## src/common/pr_cfg.svh

```systemverilog
// Offsets, field positions, reset values and timing counts of the pattern register block
`ifndef PR_CFG_SVH
`define PR_CFG_SVH
// ****************************************************************
// Mode register numbers and fields
// ****************************************************************
`define PR_MR0           3'h0
`define PR_MR3           3'h3
`define PR_MR5           3'h5
`define PR_MR3_MODE_BIT  2
`define PR_MR3_PAGE_LSB  0
`define PR_MR3_FMT_LSB   11
`define PR_MR0_BL_LSB    0
`define PR_MR5_PL_LSB    0
`define PR_A12_BIT       12
`define PR_A10_BIT       10
`define PR_BL_OTF        2'h1
`define PR_BL_BC4        2'h2
`define PR_PAGE0         2'h0
// ****************************************************************
// Reset values
// ****************************************************************
`define PR_PAT_RST       8'h00
`define PR_MR3_RST       13'h0000
// ****************************************************************
// Timing (ns as printed by the part, cycles derived at 10 ns)
// ****************************************************************
`define PR_CLK_NS        10
`define PR_CYC(ns)       (((ns) + `PR_CLK_NS - 1) / `PR_CLK_NS)
`define PR_T_RP_NS       15
`define PR_T_MRD_NS      10
`define PR_T_MOD_NS      30
`define PR_T_WR_PAT_NS   40
`define PR_T_EXIT_NS     20
`define PR_T_RP_CYC      8'(`PR_CYC(`PR_T_RP_NS))
`define PR_T_MRD_CYC     8'(`PR_CYC(`PR_T_MRD_NS))
`define PR_T_MOD_CYC     8'(`PR_CYC(`PR_T_MOD_NS))
`define PR_T_WR_PAT_CYC  8'(`PR_CYC(`PR_T_WR_PAT_NS))
`define PR_T_EXIT_CYC    8'(`PR_CYC(`PR_T_EXIT_NS))
`define PR_READ_LAT      4'h4
`define PR_BURST_GAP     8'h07
`define PR_REF_GAP       8'h07
`define PR_LANES         16
`define PR_PIPE_DEPTH    12
`endif

```

## src/common/pr_pkg.sv

```systemverilog
// Types shared by both ends of the pattern register link
`default_nettype none
package pr_pkg;
	typedef enum logic [2:0] {
		PR_NOP = 3'h0,
		PR_MRS = 3'h1,
		PR_REF = 3'h2,
		PR_PRE = 3'h3,
		PR_ACT = 3'h4,
		PR_RD  = 3'h5,
		PR_WR  = 3'h6
	} pr_cmd_e;
	typedef enum logic [1:0] {
		PR_SERIAL   = 2'h0,
		PR_PARALLEL = 2'h1,
		PR_STAGGER  = 2'h2,
		PR_FMT_RFU  = 2'h3
	} pr_fmt_e;
	typedef enum logic [5:0] {
		H_IDLE = 6'h01,
		H_PRE  = 6'h02,
		H_MRS  = 6'h04,
		H_ACC  = 6'h08,
		H_WAIT = 6'h10,
		H_EXIT = 6'h20
	} pr_hstate_e;
endpackage
`default_nettype wire

```

## src/common/pr_if.sv

```systemverilog
// Command and data link between controller and pattern register logic
`default_nettype none
interface pr_if;
	import pr_pkg::*;
	logic          cmd_valid;
	pr_cmd_e       cmd;
	logic  [1:0]   bg;
	logic  [1:0]   ba;
	logic  [17:0]  addr;
	logic          dbi_n;
	logic  [15:0]  dq;
	logic          dq_valid;
	modport dram (input cmd_valid, cmd, bg, ba, addr, dbi_n, output dq, dq_valid);
	modport ctrl (output cmd_valid, cmd, bg, ba, addr, dbi_n, input dq, dq_valid);
endinterface
`default_nettype wire

```

## src/hdl/pr_dram.sv

```systemverilog
// Device end: pattern register storage, mode control and read bursts
// Functional notes
// - x4 stagger: lane i carries location k+i mod 4
// - x8 upper nibble repeats lower nibble mapping
// - x16 upper byte repeats lower byte mapping
// - Back-to-back reads give gapless contiguous bursts
// - Controller reads with A[2:0] zero, BL8 or BC4
// - Controller sets A12 when burst field is 01
// - BA1:BA0 select pattern location 0 to 3
// - A10, BG and unused address ignored
// - Parity latency adds to read data delay
// - Write stores A[7:0] as beats 7:0
// - Controller never uses DBI on pattern writes
// - Written values held until reset
// - Controller waits for DLL lock first
// - Controller precharges all, waits row precharge time
// - Controller enters with mode bit, page 0
// - Controller waits write recovery after each write
// - Controller waits exit time before leaving
// - Exit clears mode bit; core after delay
// - Mode bit redirects reads and writes here
// - Only 1x refresh while pattern mode on
// - Format field: serial, parallel, stagger, reserved
// - Serial format: same byte on every lane
`default_nettype none
`include "pr_cfg.svh"
module pr_dram
	import pr_pkg::*;
(
	// Clock and reset
	input  wire logic   sys_clk,
	input  wire logic   rst,
	// Link to controller
	pr_if.dram          link,
	// Forwarded core commands
	output logic        core_valid,
	output pr_cmd_e     core_cmd,
	output logic [1:0]  core_bg,
	output logic [1:0]  core_ba,
	output logic [17:0] core_addr,
	// Status
	output logic        pattern_mode,
	output logic        cmd_refused
);
	// ****************************************************************
	// Command decode
	// ****************************************************************
	logic [12:0] mr3;
	logic [1:0]  mr0_bl;
	logic [2:0]  pl_cyc;
	logic [7:0]  exit_cnt;
	logic [31:0] pat;
	logic        is_mrs;
	logic [2:0]  mr_num;
	logic        pat_rd;
	logic        pat_wr;
	logic        in_exit;
	logic        core_op;
	logic        bc4;

	assign is_mrs  = link.cmd_valid && link.cmd == PR_MRS;
	assign mr_num  = {link.bg[0], link.ba};
	// Reads and writes go to the pattern store only while the mode bit is set
	assign pat_rd  = link.cmd_valid && link.cmd == PR_RD && mr3[`PR_MR3_MODE_BIT];
	assign pat_wr  = link.cmd_valid && link.cmd == PR_WR && mr3[`PR_MR3_MODE_BIT];
	assign in_exit = exit_cnt != 8'h00;
	assign core_op = link.cmd_valid && (link.cmd == PR_ACT || link.cmd == PR_RD
		|| link.cmd == PR_WR);
	// Chop when fixed BC4, or when on-the-fly and A12 is low
	assign bc4 = mr0_bl == `PR_BL_BC4
		|| (mr0_bl == `PR_BL_OTF && !link.addr[`PR_A12_BIT]);

	// Mode register 3 capture; only mode, page and format bits matter here
	always_ff @(posedge sys_clk or posedge rst) begin
		if (rst) begin
			mr3 <= `PR_MR3_RST;
		end else if (is_mrs && mr_num == `PR_MR3) begin
			mr3 <= link.addr[12:0];
		end
	end

	// Burst length field and parity latency
	always_ff @(posedge sys_clk or posedge rst) begin
		if (rst) begin
			mr0_bl <= 2'h0;
			pl_cyc <= 3'h0;
		end else if (is_mrs && mr_num == `PR_MR0) begin
			mr0_bl <= link.addr[`PR_MR0_BL_LSB +: 2];
		end else if (is_mrs && mr_num == `PR_MR5) begin
			pl_cyc <= link.addr[`PR_MR5_PL_LSB +: 3];
		end
	end

	// Exit delay: activates, reads and writes stay blocked until the mode command delay runs out; other commands still pass
	always_ff @(posedge sys_clk or posedge rst) begin
		if (rst) begin
			exit_cnt <= 8'h00;
		end else if (is_mrs && mr_num == `PR_MR3 && mr3[`PR_MR3_MODE_BIT]
			&& !link.addr[`PR_MR3_MODE_BIT]) begin
			exit_cnt <= `PR_T_MOD_CYC;
		end else if (in_exit) begin
			exit_cnt <= exit_cnt - 8'h01;
		end
	end

	// Status flags
	always_ff @(posedge sys_clk or posedge rst) begin
		if (rst) begin
			pattern_mode <= 1'b0;
			cmd_refused  <= 1'b0;
		end else begin
			pattern_mode <= mr3[`PR_MR3_MODE_BIT];
			cmd_refused  <= core_op && in_exit;
		end
	end

	// ****************************************************************
	// Pattern store
	// ****************************************************************
	// Page 0 writes only; other pages are read-only here. BA picks the byte,
	// A10, BG and upper address are never looked at.
	always_ff @(posedge sys_clk or posedge rst) begin
		if (rst) begin
			pat <= {4{`PR_PAT_RST}};
		end else if (pat_wr && mr3[`PR_MR3_PAGE_LSB +: 2] == `PR_PAGE0) begin
			pat[{link.ba, 3'h0} +: 8] <= link.addr[7:0];
		end
	end

	// ****************************************************************
	// Core forwarding
	// ****************************************************************
	// Anything not claimed by pattern mode or refused in the exit delay goes to the array; mode commands stay here
	always_ff @(posedge sys_clk or posedge rst) begin
		if (rst) begin
			core_valid <= 1'b0;
			core_cmd   <= PR_NOP;
			core_bg    <= 2'h0;
			core_ba    <= 2'h0;
			core_addr  <= 18'h00000;
		end else begin
			core_valid <= link.cmd_valid && !is_mrs && !pat_rd && !pat_wr
				&& !(core_op && in_exit);
			core_cmd   <= link.cmd;
			core_bg    <= link.bg;
			core_ba    <= link.ba;
			core_addr  <= link.addr;
		end
	end

	// ****************************************************************
	// Read latency pipeline
	// ****************************************************************
	// A read enters at slot latency-1 and walks to slot 0; a fixed latency
	// per read keeps bursts of 8-cycle spaced reads touching each other.
	logic [3:0]                 lat;
	logic [`PR_PIPE_DEPTH-1:0]  pv;
	logic [1:0]                 ploc [`PR_PIPE_DEPTH];
	logic                       pbc4 [`PR_PIPE_DEPTH];
	logic                       ppg0 [`PR_PIPE_DEPTH];
	pr_fmt_e                    pfmt [`PR_PIPE_DEPTH];

	assign lat = `PR_READ_LAT + {1'b0, pl_cyc};

	// Slot shift with insertion
	always_ff @(posedge sys_clk or posedge rst) begin
		if (rst) begin
			pv <= '0;
			for (int i = 0; i < `PR_PIPE_DEPTH; i++) begin
				ploc[i] <= 2'h0;
				pbc4[i] <= 1'b0;
				ppg0[i] <= 1'b0;
				pfmt[i] <= PR_SERIAL;
			end
		end else begin
			for (int i = 0; i < `PR_PIPE_DEPTH; i++) begin
				if (pat_rd && 4'(i) == lat - 4'h1) begin
					pv[i]   <= 1'b1;
					ploc[i] <= link.ba;
					pbc4[i] <= bc4;
					ppg0[i] <= mr3[`PR_MR3_PAGE_LSB +: 2] == `PR_PAGE0;
					pfmt[i] <= pr_fmt_e'(mr3[`PR_MR3_FMT_LSB +: 2]);
				end else if (i < `PR_PIPE_DEPTH - 1) begin
					pv[i]   <= pv[i+1];
					ploc[i] <= ploc[i+1];
					pbc4[i] <= pbc4[i+1];
					ppg0[i] <= ppg0[i+1];
					pfmt[i] <= pfmt[i+1];
				end else begin
					pv[i] <= 1'b0;
				end
			end
		end
	end

	// ****************************************************************
	// Burst engine
	// ****************************************************************
	logic        b_act;
	logic [2:0]  b_beat;
	logic [1:0]  b_loc;
	logic        b_bc4;
	logic        b_pg0;
	pr_fmt_e     b_fmt;
	logic        start;
	logic [1:0]  cur_loc;
	logic [2:0]  cur_beat;
	logic        cur_bc4;
	logic        cur_pg0;
	pr_fmt_e     cur_fmt;
	logic [15:0] lanes;

	// A burst arriving at slot 0 takes over at once, so beat 7 of one read
	// is followed directly by beat 0 of the next
	assign start    = pv[0];
	assign cur_loc  = start ? ploc[0] : b_loc;
	assign cur_beat = start ? 3'h0 : b_beat;
	assign cur_bc4  = start ? pbc4[0] : b_bc4;
	assign cur_pg0  = start ? ppg0[0] : b_pg0;
	assign cur_fmt  = start ? pfmt[0] : b_fmt;

	pr_lane_map u_map (
		.loc   (cur_loc),
		.beat  (cur_beat),
		.fmt   (cur_fmt),
		.pat   (pat),
		.lanes (lanes)
	);

	// Beat counter
	always_ff @(posedge sys_clk or posedge rst) begin
		if (rst) begin
			b_act  <= 1'b0;
			b_beat <= 3'h0;
			b_loc  <= 2'h0;
			b_bc4  <= 1'b0;
			b_pg0  <= 1'b0;
			b_fmt  <= PR_SERIAL;
		end else if (start) begin
			b_act  <= 1'b1;
			b_beat <= 3'h1;
			b_loc  <= ploc[0];
			b_bc4  <= pbc4[0];
			b_pg0  <= ppg0[0];
			b_fmt  <= pfmt[0];
		end else if (b_act) begin
			b_beat <= b_beat + 3'h1;
			b_act  <= b_beat != 3'h7;
		end
	end

	// Data out; chopped beats and pages other than 0 read as zero
	always_ff @(posedge sys_clk or posedge rst) begin
		if (rst) begin
			link.dq_valid <= 1'b0;
			link.dq       <= 16'h0000;
		end else begin
			link.dq_valid <= start || b_act;
			link.dq       <= (cur_pg0 && !(cur_bc4 && cur_beat[2])) ? lanes : 16'h0000;
		end
	end
endmodule
`default_nettype wire

```

## src/hdl/pr_lane_map.sv

```systemverilog
// Lane mapper: picks the bit each data lane carries for one beat
`default_nettype none
`include "pr_cfg.svh"
module pr_lane_map
	import pr_pkg::*;
(
	// Selection
	input  wire logic [1:0]              loc,
	input  wire logic [2:0]              beat,
	input  wire pr_fmt_e                 fmt,
	// Pattern bytes, location 0 in the low byte
	input  wire logic [31:0]             pat,
	// Lane values
	output logic      [`PR_LANES-1:0]    lanes
);
	// Bit b of location l
	function automatic logic pick(input logic [31:0] p, input logic [1:0] l,
		input logic [2:0] b);
		pick = p[{l, b}];
	endfunction

	// ****************************************************************
	// One mapper per lane
	// ****************************************************************
	for (genvar i = 0; i < `PR_LANES; i++) begin : g_lane
		localparam logic [1:0] OFS = 2'(i);
		localparam logic [2:0] BIT = 3'(i);
		logic [1:0] sloc;
		assign sloc = loc + OFS; // Wraps modulo four
		// Lane i: serial repeats, parallel spreads byte 0, stagger rotates
		always_comb begin
			case (fmt)
				PR_SERIAL:   lanes[i] = pick(pat, loc, beat);
				PR_PARALLEL: lanes[i] = pick(pat, 2'h0, BIT);
				PR_STAGGER:  lanes[i] = pick(pat, sloc, beat);
				default:     lanes[i] = 1'b0;
			endcase
		end
	end
endmodule
`default_nettype wire

```

## src/flat_wrapper.sv

```systemverilog
// flat-port wrapper written by rule: the top's interface ports become plain ports
module pr_dram_flat import pr_pkg::*;
  (sys_clk, rst, core_valid, core_cmd, core_bg, core_ba, core_addr, pattern_mode, cmd_refused, link_cmd_valid, link_cmd, link_bg, link_ba, link_addr, link_dbi_n, link_dq, link_dq_valid);
  pr_if link_i ();
  input  wire logic sys_clk;
  input  wire logic rst;
  output logic core_valid;
  output pr_cmd_e core_cmd;
  output logic [1:0] core_bg;
  output logic [1:0] core_ba;
  output logic [17:0] core_addr;
  output logic pattern_mode;
  output logic cmd_refused;
  input wire logic [$bits(link_i.cmd_valid)-1:0] link_cmd_valid;
  input wire logic [$bits(link_i.cmd)-1:0] link_cmd;
  input wire logic [$bits(link_i.bg)-1:0] link_bg;
  input wire logic [$bits(link_i.ba)-1:0] link_ba;
  input wire logic [$bits(link_i.addr)-1:0] link_addr;
  input wire logic [$bits(link_i.dbi_n)-1:0] link_dbi_n;
  output wire logic [$bits(link_i.dq)-1:0] link_dq;
  output wire logic [$bits(link_i.dq_valid)-1:0] link_dq_valid;
  assign link_i.cmd_valid = link_cmd_valid;
  assign link_i.cmd = link_cmd;
  assign link_i.bg = link_bg;
  assign link_i.ba = link_ba;
  assign link_i.addr = link_addr;
  assign link_i.dbi_n = link_dbi_n;
  assign link_dq = link_i.dq;
  assign link_dq_valid = link_i.dq_valid;
  pr_dram u_core (.sys_clk(sys_clk), .rst(rst), .link(link_i), .core_valid(core_valid), .core_cmd(core_cmd), .core_bg(core_bg), .core_ba(core_ba), .core_addr(core_addr), .pattern_mode(pattern_mode), .cmd_refused(cmd_refused));
endmodule
```

## config.mk

```make
export PLATFORM = sky130hd
export DESIGN_NAME = pr_dram_flat
export DESIGN_NICKNAME = d
export VERILOG_FILES = /design/src/common/pr_pkg.sv /design/src/common/pr_if.sv /design/src/hdl/pr_dram.sv /design/src/hdl/pr_lane_map.sv /design/src/flat_wrapper.sv
export VERILOG_INCLUDE_DIRS = /design/src /design/src/common
export SDC_FILE = /design/constraint.sdc
export NUM_CORES = 1
export LEC_CHECK = 0
export BUFFER_PORTS_ARGS = -buffer_cell sky130_fd_sc_hd__buf_2
export CORE_MARGIN = 10
export CORE_UTILIZATION = 35
export CTS_BUF_LIST = sky130_fd_sc_hd__clkbuf_4
export DETAILED_ROUTE_END_ITERATION = 16
export PLACE_DENSITY_LB_ADDON = 0.08
export SKIP_LAST_GASP = 1
export SLEW_MARGIN = 20
export SYNTH_ARGS = -nofsm -noshare
export SYNTH_HDL_FRONTEND = slang
export SYNTH_SLANG_ARGS = --single-unit
```

## constraint.sdc

```tcl
create_clock -name sys_clk -period 7.3 [get_ports sys_clk]
set_input_delay 1.46 -clock sys_clk [delete_from_list [all_inputs] [get_ports sys_clk]]
set_output_delay 1.46 -clock sys_clk [all_outputs]
set_load 0.1 [all_outputs]
```

# After elaboration in Yosys (flattened, before gate mapping)
# Index checks and enable logic that the tools add are counted.
[word_totals]
ff_bits = 197
input_bits = 29
out_inout_bits = 45
wordCells = 243
[op_classes]
mux = 85
magnitude_cmp = 4
reduce_logical = 52
n_shift = 2
bitwise = 1
n_addsub = 8
n_eq_ne = 22
[ops]
columns = ["cell", "n"]
rows = [
  ["$mux W2", 24],
  ["$mux W1", 42],
  ["$bwmux W32", 1],
  ["$logic_and A1 B1 Y1", 32],
  ["$shift A8 B7 Y32 const A", 1],
  ["$shiftx A8 B7 Y32", 1],
  ["$lt A5 B6 Y1 const B", 4],
  ["$bmux W1 S5", 4],
  ["$pmux W1 S3", 6],
  ["$eq A3 B4 Y1 const A", 4],
  ["$eq A4 B4 Y1 const A", 4],
  ["$mux W16", 1],
  ["$mux W8", 2],
  ["$eq A3 B3 Y1 const B", 4],
  ["$mux W3", 3],
  ["$eq A2 B4 Y1 const A", 2],
  ["$reduce_bool A8 Y1", 1],
  ["$sub A8 B1 Y8 const B", 1],
  ["$logic_not A1 Y1", 7],
  ["$neg A5 Y7", 1],
  ["$add A2 B2 Y2 const B", 2],
  ["$add A3 B3 Y4 const A", 1],
  ["$eq A1 B4 Y1 const A", 1],
  ["$eq A2 B1 Y1 const B", 2],
  ["16 further kinds", 23],
]

# Logic depth before layout (Yosys ltp)
# Gate-level depths: netlist (run 1).
[logic_depth]
word_depth = 7
depth_mapped = 8
depth_no_buf = 8

# Cells and area by module
# A second synthesis (run 1) with hierarchy kept.
[unflattened]
cells_unflattened = 582
hier_area_um2 = 7686.1
[modules_own_cells]
columns = ["mod", "cells_each", "seq_area_each_um2", "instances", "area_per_inst_um2"]
rows = [
  ["pr_dram", 520, 4729.5, 1, 7118.1],
  ["pr_lane_map", 62, 0.0, 1, 568.0],
]

# Least setup slack after synthesis (run 1)
# No wires, ideal clock.
[synth_timing]
kind = "input to register"
startpoint = "in link_cmd[1]"
endpoint = "reg u_core.ploc[8] (netlist name)"
stages = 5
slack_ps = 4346
arrival_time_ps = 2829
required_time_ps = 7175
path_buffers = 1
setup_time_ps = 125
cell_sequence = "nand3b_1 > or3_1 > buf_6 > nor3b_4 > mux2_2"
[synth_between]
elab_chain_cells = 5
[synth_lines]
columns = ["element", "line_no", "source"]
rows = [
  ["from (decl)", "flat_wrapper.sv:15", "input wire logic [$bits(link_i.cmd)-1:0] link_cmd;"],
  ["$eq A3 B3 Y1", "pr_dram.sv:64", "assign pat_rd = link.cmd_valid && link.cmd == PR_RD && mr3[`PR_MR3_MODE_BIT];"],
  ["$logic_and A1 B1 Y1 (2 in a row)", "pr_dram.sv:64", ""],
  ["$logic_and A1 B1 Y1", "pr_dram.sv:177", "if (pat_rd && 4'(i) == lat - 4'h1) begin"],
  ["$mux W2", "pr_dram.sv:177", ""],
  ["to (signal, indexed assignment)", "pr_dram.sv:179", "ploc[i] <= link.ba;"],
  ["to (signal, indexed assignment)", "pr_dram.sv:185", "ploc[i] <= ploc[i+1];"],
  ["to (decl)", "pr_dram.sv:158", "logic [1:0] ploc [`PR_PIPE_DEPTH];"],
]
# No other way between the ends.
# A chain may end at the register's enable or synchronous reset.

# Final worst setup path (run 1)
[layout_timing]
startpoint = "reg u_core.core_ba[0]"
endpoint = "out core_ba[0]"
[layout_lines]
columns = ["element", "line_no", "source"]
rows = [
  ["from (decl)", "pr_dram.sv:39", "output logic [1:0] core_ba,"],
  ["from (signal assigned)", "pr_dram.sv:146", "core_ba <= link.ba;"],
  ["to (decl)", "flat_wrapper.sv:10", "output logic [1:0] core_ba;"],
]
# No word-level cell between the ends.

==> results.md, run 1 <==
* Setup bufs post-CTS at 0
* Leak pwr at 3.784 nW
* Die ar. at 0.02669 mm²
* RD Place Congestion at 0.8115
* Largest family of logic cells by synthesized area: simple AND/OR/NAND/NOR gates
* GRT overflow at 0
* Final core utilization at 39.27%
* Row cnt at 52
* I/O pin cnt at 74
* Clock buffer depth at 2
* Nets@finish at ~700
* Synthesized Nets at ~660
* Vias in the first global route at between 4000 and 5000
* Critical path data arrival time at 1390 ps
* Antenna-violating nets left at 0
* First-pass GRT wire length at between 20000 and 25000 µm
* Final slew viol count at 0
* WL per Instance at roughly 16 µm
* DR vias at 4433
* Synth Area in XOR/XNOR at 0.9741%
* Power Dens Cells at 241.7 mW/mm²
* Synth unique cells at 53
* Skew-Pair Late Insertion Delay at 570 ps
* Setup CP Type: register to primary output
* Skew final at 18.75 ps
* Initial core utilization at 35.55%
* Mux contribution to synthesized area at 8.175%
* CTS Sinks at between 150 and 200
* Max incr delay on CP at 440 ps
* Clk root buf: clkbuf_4
* Wirelength, routed at 14760 µm
* Simple logic cell fraction of the synthesized area at a little over an eighth
* Yosys top cell by area: dfrtp_1
* Synthesized area at 0.007193 mm²
* HPWL after DPL at 10250 µm
* FFs w/ async S/R, synth at 100.0%
* Compound-Gate Fraction of Synth Area at 8.819%
* Tot Pwr at 0.001921 W
* Ys Warns at 0
* Syn Area/Cell at 11.55 µm²
* H-tree Lvls at 4
* Via density at 4.686
* Clock slew at reported path FFs at approximately 150 ps
* Hold Fails Final Rpt at 0
* Post-layout minimum cycle time at between 2000 and 3000 ps
* CP Cell Sequence: buf_2
* CP Launch Type: register
* Most common cell in the netlist: dfrtp_1
* CTS tree: done
* Post-Synth Adder-Cell Area at 1.218%
* Initial antenna violation count at 1
* CP endpoint kind: primary output
* Synth Register Bits at 181
* Kind of cell adding the most delay to the critical path: buffers and inverters
* Final Cycle Share at 39.10%
* Total core area at 0.02023 mm²
* Post-cts sizing count at 0
* Port Buffers at 72
* Status: finished clean
* Worst vdd ir at 0.1294 mV
* Seq/Total Area, Yosys at a little over three fifths
* Final TNS setup at 0 ps
* Actual slew at the worst max-slew pin at ~980 ps
* Hold_buf cts at 0
* Synth top area share at a little over three fifths
* Final setup fails at 0
* Die Y at 163.4 µm
* Number of flops mapped to enable cells by yosys at 0
* Cells after Synth at 623
* Layout cell share with drive strength beyond 1 at 24.00%
* Top FF cell, synth: dfrtp_1
* Largest net degree at the start of global routing at 106
* CTS Buf Count at 17
* Starting DRT DRC Count at between 200 and 300
* Crit Path Max Fanout at 1
* Chip width at 163.4 µm
* RSZ-0062 raised after global routing: no
* Commonest cells post-synth: dfrtp_1, nand2_1, o21ai_0, clkbuf_1, mux2_2
* Largest cells by area after synthesis: dfrtp_1, mux2_2, nand2_1, o21ai_0, mux2i_1
* Max cap viols at 0
* Worst hold-check path type: register to register
* Buf/Inv on CP at 1
* Crit-path slowest cell: buf_2
* Area Growth Syn to Fin at 10.47%
* Remaining DRCs at 0
* Maximum clock frequency at ~350 MHz
* Total track usage at 11.71%
* Relative slew slack at 34.54%
* CP Data Required Time at 5840 ps
* Pre-antenna DRT Iters at 6
==> worst paths after layout <==
kind / start / end / slack, ps / depth (start not counted)
max: u_core.core_ba[0] / core_ba[0] / 4450 / 1
min: u_core.pfmt[21] / u_core.pfmt[23] / 360 / 0
max reg2reg: u_core.b_beat[0] / u_core.link.dq[8] / 4610 / 6
min reg2reg: u_core.pfmt[21] / u_core.pfmt[23] / 360 / 0
max in group asynchronous: rst / u_core.core_cmd[0] / 4700 / 3
min in group asynchronous: rst / u_core.exit_cnt[4] / 1080 / 2
==> metal layers <==
layer / global-route usage, % / routed length [µm] / up-vias
li1: - / - / 2160
met1: 14.76 / 6777 / 2186
met2: 18.82 / 7139 / 75
met3: 3.197 / 630 / 12
met4: 4.344 / 214 / 0
met5: 0 / 0 / -
==> placed cells by master, fill, tap and decap left out, types with 16 or more instances in the layout <==
master,Yosys,layout
buf_2,3,72
nor2_1,25,25
clkbuf_4,0,17
mux2i_1,16,16
nand2_1,110,110
o21ai_0,50,50
mux2_2,38,38
a21oi_1,16,16
dfrtp_1,181,181
==> power by group <==
group          leakage [nW]  switching, W  internal (W)  total [W]
sequential             2.40     0.0000499       0.00105    0.00110
clock                 0.154      0.000377      0.000186   0.000563
combinational          1.23      0.000179     0.0000807   0.000260
==> flip-flops by register name, summed over array words and instances (netlist names), 12 cells and up <==
| signal | count |
|---|---|
| u_core.pat | 32 |
| u_core.pbc4 | 12 |
| u_core.ploc | 24 |
| u_core.ppg0 | 12 |
| u_core.core_addr | 18 |
| u_core.pfmt | 24 |
| u_core.pv | 12 |
==> per-stage QoR <==
stage / worst slack (ps) / instance area [µm²] / hold WS (ps) / instances
after global placement: 3705 / 7645 / 331.4 / 913
after detailed placement: 3619 / 7645 / 334.7 / 913
after global routing: 4260 / 7946 / 371.0 / 946
after floorplan: 924.7 / 7193 / 404.9 / 623
final: 4446 / 7946 / 361.3 / 946
after CTS: 4250 / 7939 / 363.7 / 945
==> cell type report <==
class                      instances  area (µm²)
fill                            1996       12290
sequential                       181        4529
multi-input combinational        376        2361
timing repair buffer              73       367.9
tap                              270       337.8
clock inverter                    15       166.4
clock buffer                      17       127.6
inverter                          13       53.80
antenna                            1       2.502
==> cells by family after synthesis <==
group	count (synthesis)
adder cells (fa/ha/maj)	7
other	1
XOR/XNOR	8
flip-flops	181
buffers and inverters	66
AO/OA/AOI/OAI	104
multiplexers	54
AND/OR/NAND/NOR	202
Power figures use the tool's default switching activity.
==> run 2: changes to the inputs <==
--- a/config.mk
+++ b/config.mk
@@ -6,6 +6,7 @@
 export SDC_FILE = /design/constraint.sdc
 export NUM_CORES = 1
 export LEC_CHECK = 0
+export ABC_AREA = 1
 export BUFFER_PORTS_ARGS = -buffer_cell sky130_fd_sc_hd__buf_2
 export CORE_MARGIN = 10
 export CORE_UTILIZATION = 35
==> constraint.sdc (replaced) <==
create_clock -name sys_clk -period 2.9 [get_ports sys_clk]
set_input_delay 0.58 -clock sys_clk [delete_from_list [all_inputs] [get_ports sys_clk]]
set_output_delay 0.58 -clock sys_clk [all_outputs]
set_load 0.1 [all_outputs]
==> run 2 against run 1 <==
Combinational power rose to 3.5 times the previous value. Count of clock-buffer cells in the layout did not move. Clock skew rose by 4.9 ps. Via count rose by 11%. Non-clock buffer count rose by 8. Utilization rose by 0.48 points. Critical path type is now register to register. Largest cell class unchanged. Largest power group unchanged. Highest routed layer unchanged.
==> results.md, run 2 <==
* Synthesized area at 0.007193 mm² (unchanged)
* Syn Area/Cell at 9.694 µm² (-16%)
* Clock buffer depth at 2 (unchanged)
* Relative slew slack at 53.63% (+19 points)
* Initial core utilization at 35.55% (unchanged)
* Launch point of the critical path: u_core.pv[0]
* Via density at 4.598 (-1.9%)
* Largest Register: u_core.pat
* Chip width at 163.4 µm (unchanged)
* Top flop regs: u_core.pat x32, u_core.pfmt x24, u_core.ploc x24
* Critical path data arrival time at 2480 ps (+1090 ps)
* GRT overflow at 0 (unchanged)
* Crit Path Max Fanout at 25 (+24)
* Status: finished clean
* Synth Register Bits at 181 (unchanged)
* Largest net degree at the start of global routing at 53 (-50%)
* Worst R2R Path Depth at 11 (+5)
* Crit-path slowest cell: dfrtp_1
* Synth top area share at 62.97% (unchanged)
* Finished Layout Cells at 1071 (+13%)
* Top FF cell, synth: dfrtp_1
* Tot Pwr at 0.005182 W (+170%)
* Remaining DRCs at 0 (unchanged)
* Hold Fails Final Rpt at 0 (unchanged)
* WL per Instance at 13.99 µm (-10%)
* Actual slew at the worst max-slew pin at 694.1 ps (-287.8 ps)
* RSZ-0062 raised after global routing: no
* H-tree Lvls at 4 (unchanged)
* Largest cells by area after synthesis: dfrtp_1, nand2_1, nand3_1, o21ai_0, inv_1
* Initial antenna violation count at 1 (unchanged)
* Post-layout minimum cycle time at slightly above 2000 ps
* FFs w/ async S/R, synth at 100.0% (unchanged)
* Synthesized Nets at 778 (+18%)
* Final Cycle Share at 70.17%
* Pre-antenna DRT Iters at 5 (-1)
* Final setup margin at 865.1 ps (-3580 ps)
* R2R Path Start: u_core.pv[0]
* Placed insts at 1038 (+14%)
* Setup bufs post-CTS at 0 (unchanged)
* CP Launch Type: register
* Maximum clock frequency at 491.4 MHz
* Setup CP Type: register to register
* Synth unique cells at 35 (-34%)
* Layout fillers at 1991 (-0.25%)
* Most common cell in the netlist: dfrtp_1
* Post-cts sizing count at 0 (unchanged)
* Power Dens Cells at 644.3 mW/mm² (+170%)
* First-pass GRT wire length at 25230 µm (+2.7%)
* Yosys top cell by area: dfrtp_1
* Final slew viol count at 0 (unchanged)
* Area Growth Syn to Fin at 11.81%
* Cells after Synth at 742 (+19%)
* Clock slew at reported path FFs at 160 ps (about the same)
* Starting DRT DRC Count at 384 (+50%)
* Layout cell share with drive strength beyond 1 at 17.25% (-6.8 points)
* CP Data Required Time at 3350 ps (-2490 ps)
* Clk root buf: clkbuf_4
* CP endpoint kind: register
* Final setup fails at 0 (unchanged)
* HPWL after DPL at 10980 µm (+7.1%)
* Leak pwr at 4.105 nW (+8.5%)
* CP Cell Sequence: inv_6 > nand2_2 > nand3_1 > nand3_1 > nand2_1 > nand2_1 > nand3_2 > nand3_4 > nand3_1 > nand2_1 > inv_1
* Register area at 0.004529 mm² (unchanged)
* Skew-Pair Late Insertion Delay at 560 ps (about the same)
* RD Place Congestion at 0.8710 (+7.3%)
* Worst R2R End: u_core.link.dq[10]
* Wirelength, routed at 14990 µm (+1.5%)
* DR vias at 4924 (+11%)
* Port Buffers at 72 (unchanged)
* Die ar. at 0.02669 mm² (unchanged)
* Total track usage at 11.85% (+0.15 points)
* CTS tree: done
* Max incr delay on CP at 680 ps (+240 ps)
* CTS Sinks at 181 (unchanged)
* Max cap viols at 0 (unchanged)
* Nets@finish at 823 (+18%)
* Reg2reg setup slack at 870 ps (-3740 ps)
* Max reg flops at 32 (unchanged)
* Most common cell after layout, fill and taps aside: dfrtp_1
* Seq/Total Area, Yosys at 62.97% (unchanged)
* Row cnt at 52 (unchanged)
* Ys Warns at 0 (unchanged)
* Worst Setup EP: u_core.link.dq[10]
* Commonest cells post-synth: dfrtp_1, nand2_1, nand3_1, o21ai_0, inv_1
* Most frequent cells in the layout: dfrtp_1, nand2_1, nand3_1, o21ai_0, buf_2
* Worst slack, placed at 621.3 ps (-2998 ps)
* CTS Buf Count at 17 (unchanged)
* I/O pin cnt at 74 (unchanged)
* Multi-input logic area at 0.002133 mm² (-9.6%)
* Worst hold-check path type: input pin to async pin
* Hold_buf cts at 0 (unchanged)
* Antenna-violating nets left at 0 (unchanged)
* Number of flops mapped to enable cells by yosys at 0 (unchanged)
* Skew final at 23.64 ps (+4.888 ps)
* Worst vdd ir at 0.3053 mV (+140%)
* Total core area at 0.02023 mm² (unchanged)
* Die Y at 163.4 µm (unchanged)
* Vias in the first global route at 4843 (+5.4%)
[run 2: final cells by class]
class | count | area share, %
clock inverter | 15 | 2.318
multi-input combinational | 439 | 26.52
inverter | 67 | 3.236
clock buffer | 17 | 1.587
sequential | 181 | 56.32
timing repair buffer | 81 | 5.787
antenna | 1 | 0.03111
tap | 270 | 4.200
[run 2: cell families after synthesis]
logic type / after synthesis / share of synthesized area, %
simple gates: 319 / 19.93
buf+inv: 122 / 7.375
other cells: 1 / 0.05213
flops: 181 / 62.97
fa+ha+maj: 7 / 1.218
compound gates: 108 / 7.862
xor+xnor: 4 / 0.5915
[run 2: per-stage QoR]
| step | hold WS [ps] | utilization, % | cell area [µm²] | TNS (ps) |
|---|---|---|---|---|
| global placement | 331.7 | 38.18 | 7726 | 0 |
| global route | 28.75 | 39.75 | 8043 | 0 |
| floorplan | 374.1 | - | 7197 | -466.0 |
| CTS | 44.22 | 39.74 | 8040 | 0 |
| detailed placement | 334.7 | 38.18 | 7726 | 0 |
| finish | 103.1 | 39.75 | 8043 | 0 |
[run 2: layer usage]
layer / wire (µm) / GRT usage (%) / up-vias / part of all wire, %
li1: - / - / 2461 / -
met1: 6709 / 15.07 / 2357 / 45
met2: 7267 / 19.16 / 95 / 48
met3: 817 / 3.448 / 11 / 5.5
met4: 191 / 3.525 / 0 / 1.3
met5: 0 / 0 / - / 0
[run 2: critical path, delay by kind of cell, from the launching register on]
kind / cells / cell delay [ps]
DFF: 1 / 680
and+or+nand+nor: 9 / 1030
buffers and inverters: 2 / 220
[run 2: report_power, final]
group	switching (W)	internal [W]
Combinational	0.000677	0.000226
Clock	0.000981	0.000487
Sequential	0.000113	0.00270
Total	0.00177	0.00341
[run 2: worst min-delay path by stage]
stage / slack [ps] / endpoint / start
6_report: 100 / u_core.core_bg[1] / rst
5_1_grt: 30 / u_core.core_addr[14] / link_addr[14]
4_1_cts: 40 / u_core.core_addr[17] / link_addr[17]
3_5_place_dp: 330 / u_core.pbc4[9] / u_core.pbc4[8]
3_3_place_gp: 330 / u_core.pbc4[10] / u_core.pbc4[9]
2_1_floorplan: 370 / u_core.pattern_mode / u_core.mr3[2]
==> run 3: changes to the inputs <==
==> constraint.sdc (replaced) <==
create_clock -name sys_clk -period 1.7 [get_ports sys_clk]
set_input_delay 0.34 -clock sys_clk [delete_from_list [all_inputs] [get_ports sys_clk]]
set_output_delay 0.34 -clock sys_clk [all_outputs]
set_load 0.1 [all_outputs]
==> run 3 against run 2 <==
The run now ends with setup timing left. First-iteration DRC count is 38% lower. Hold slack worse by 24 ps. Sequential cell count stayed put. Utilization is 6.1 points higher. Final cell count is 7.7% higher. Design area is 15% higher. Routed wire length is 10% higher. Register-to-register slack worse by 870 ps. Sequential share of layout area is 7.4 points lower. Sequential power is 71% higher. Via count is 8.3% higher. Largest cell class unchanged. Largest power group unchanged. Highest routed layer unchanged.
==> results.md, run 3 (same netlist as run 2, synthesis figures left out) <==
* RSZ-0062 raised after global routing: yes
* Post-place instance area at 0.008034 mm² (+4.0%)
* Clock slew at reported path FFs at 150 ps (about the same)
* Skew final at 25.65 ps (+2.011 ps)
* Max cap viols at 0 (unchanged)
* Via density at 4.624 (+0.58%)
* CTS Sinks at 181 (unchanged)
* DR vias at 5332 (+8.3%)
* CTS tree: done
* M2 GR Usage at 20.93% (+1.8 points)
* Initial core utilization at 35.55% (unchanged)
* Top flop regs: u_core.pat x32, u_core.pfmt x24, u_core.ploc x24
* Nets@finish at 906 (+10%)
* Die Y at 163.4 µm (unchanged)
* Crit Path Max Fanout at 8 (-68%)
* Launch point of the critical path: u_core.pv[0]
* CP Launch Type: register
* Power Dens Cells at 980.3 mW/mm² (+52%)
* Met1 Use GR at 15.56% (+0.50 points)
* Clk root buf: clkbuf_4
* Layout fillers at 1925 (-3.3%)
* Final setup margin at -7.860 ps (-872.9 ps)
* Layout Cell Area excl Fill at 0.009269 mm² (+15%)
* Starting DRT DRC Count at 240 (-38%)
* Status: finished with violations
* Most common cell after layout, fill and taps aside: dfrtp_1
* Wirelength, routed at 16480 µm (+10%)
* Remaining DRCs at 0 (unchanged)
* Most frequent cells in the layout: dfrtp_1, nand2_1, buf_4, o21ai_0, nand3_1
* CP Data Required Time at 2200 ps (-1150 ps)
* Largest net degree at the start of global routing at 53 (unchanged)
* Clock buffer depth at 2 (unchanged)
* Hold Fails Final Rpt at 0 (unchanged)
* GRT busiest layer: met2
* Pre-antenna DRT Iters at 4 (-1)
* Violated checks: setup timing
* Max reg flops at 32 (unchanged)
* Skew-Pair Late Insertion Delay at 560 ps (about the same)
* GRT overflow at 0 (unchanged)
* CTS Buf Count at 17 (unchanged)
* Initial antenna violation count at 1 (unchanged)
* Largest Register: u_core.pat
* Final Cycle Share at 100.5% (+30 points)
* Setup CP Type: register to register
* RD Place Congestion at 0.8540 (-2.0%)
* CP endpoint kind: register
* Area Growth Syn to Fin at 28.86%
* Worst vdd ir at 0.6195 mV (+100%)
* Chip width at 163.4 µm (unchanged)
* Final setup fails at 2 (+2)
* Hold Crit Start: link_cmd_valid
* Die ar. at 0.02669 mm² (unchanged)
* Row cnt at 52 (unchanged)
* Critical path data arrival time at 2210 ps (-270 ps)
* Leak pwr at 4.633 nW (+13%)
* Antenna-violating nets left at 0 (unchanged)
* Total core area at 0.02023 mm² (unchanged)
* WL per Instance at 14.29 µm (+2.1%)
* HPWL after DPL at 11620 µm (+5.8%)
* Worst hold-check path type: input pin to register
* Total track usage at 12.56% (+0.70 points)
* Maximum clock frequency at 585.5 MHz (+19%)
* Final slew viol count at 0 (unchanged)
* R2R Path Start: u_core.pv[0]
* H-tree Lvls at 4 (unchanged)
* GR Layer Usage met3 at 3.197% (-0.25 points)
* I/O pin cnt at 74 (unchanged)
* First-pass GRT wire length at 26910 µm (+6.7%)
* Vias in the first global route at 5410 (+12%)
* Layout cell share with drive strength beyond 1 at 30.73% (+13 points)
* Port Buffers at 72 (unchanged)
* Post-layout minimum cycle time at 1708 ps (-327.1 ps)
* Final TNS setup at -10.93 ps (-10.93 ps)
[run 3: per-layer routing]
metal | part of all wire (%) | vias up | routed length [µm]
met5 | 0 | - | 0
met4 | 1.4 | 0 | 227
met3 | 3.5 | 14 | 578
met2 | 50 | 72 | 8321
met1 | 45 | 2615 | 7350
li1 | - | 2631 | -
[run 3: final cells by class]
cell class	instances	area [µm²]	area share, %
inverters	67	267.8	2.889
clock buffers	17	127.6	1.377
repair buffers	163	1320	14.24
clock inverters	14	140.1	1.512
diodes	1	2.502	0.02700
multi-input cells	440	2540	27.40
flip-flops and latches	181	4533	48.91
well taps	270	337.8	3.645
[run 3: power by group]
group / internal [W] / total [W] / switching (W)
Clock: 0.000646 / 0.00228 / 0.00163
Sequential: 0.00461 / 0.00481 / 0.000202
Combinational: 0.000679 / 0.00200 / 0.00132
Total: 0.00593 / 0.00909 / 0.00315
[run 3: worst paths after layout]
check / endpoint / slack (ps) / cells after the start
max: u_core.link.dq[7] / -8 / 12
min: u_core.cmd_refused / 80 / 3
max reg2reg: u_core.link.dq[7] / -8 / 12
min reg2reg: u_core.ppg0[11] / 360 / 0
max in group asynchronous: u_core.link.dq[12] / 720 / 4
min in group asynchronous: u_core.pv[4] / 340 / 3
[run 3: what timing repair did]
item	in CTS	in global routing
cloned	0	2
pin swaps	0	20
endpoints found under the hold margin	39	0
setup endpoints to repair	54	60
setup buffers	2	17
resized for setup	50	96
hold buffers	26	0
[run 3: metrics by stage]
step                worst slack, ps  total power, W  hold WS (ps)  util [%]  cells
finish                       -7.860        0.009086         79.19     45.81   1153
global route                 -144.9        0.009619         3.338     45.81   1153
CTS                          -49.21        0.008987         1.025     43.01   1133
detailed placement           -83.82        0.006554         334.7     39.70   1074
global placement             -81.03        0.006506         332.6     39.70   1074
floorplan                    -962.6        0.006091         371.4         -    742
[run 3: critical path, stage by stage, from the launching register on]
cell	delay [ps]
dfrtp_2	500
inv_8	150
clkbuf_16	170
nand3_2	50
nand3_1	90
nand3_2	90
nand2_4	100
nand2_2	80
nand3_4	80
nand3_4	120
nand3_2	100
nand2_1	50
inv_1	60
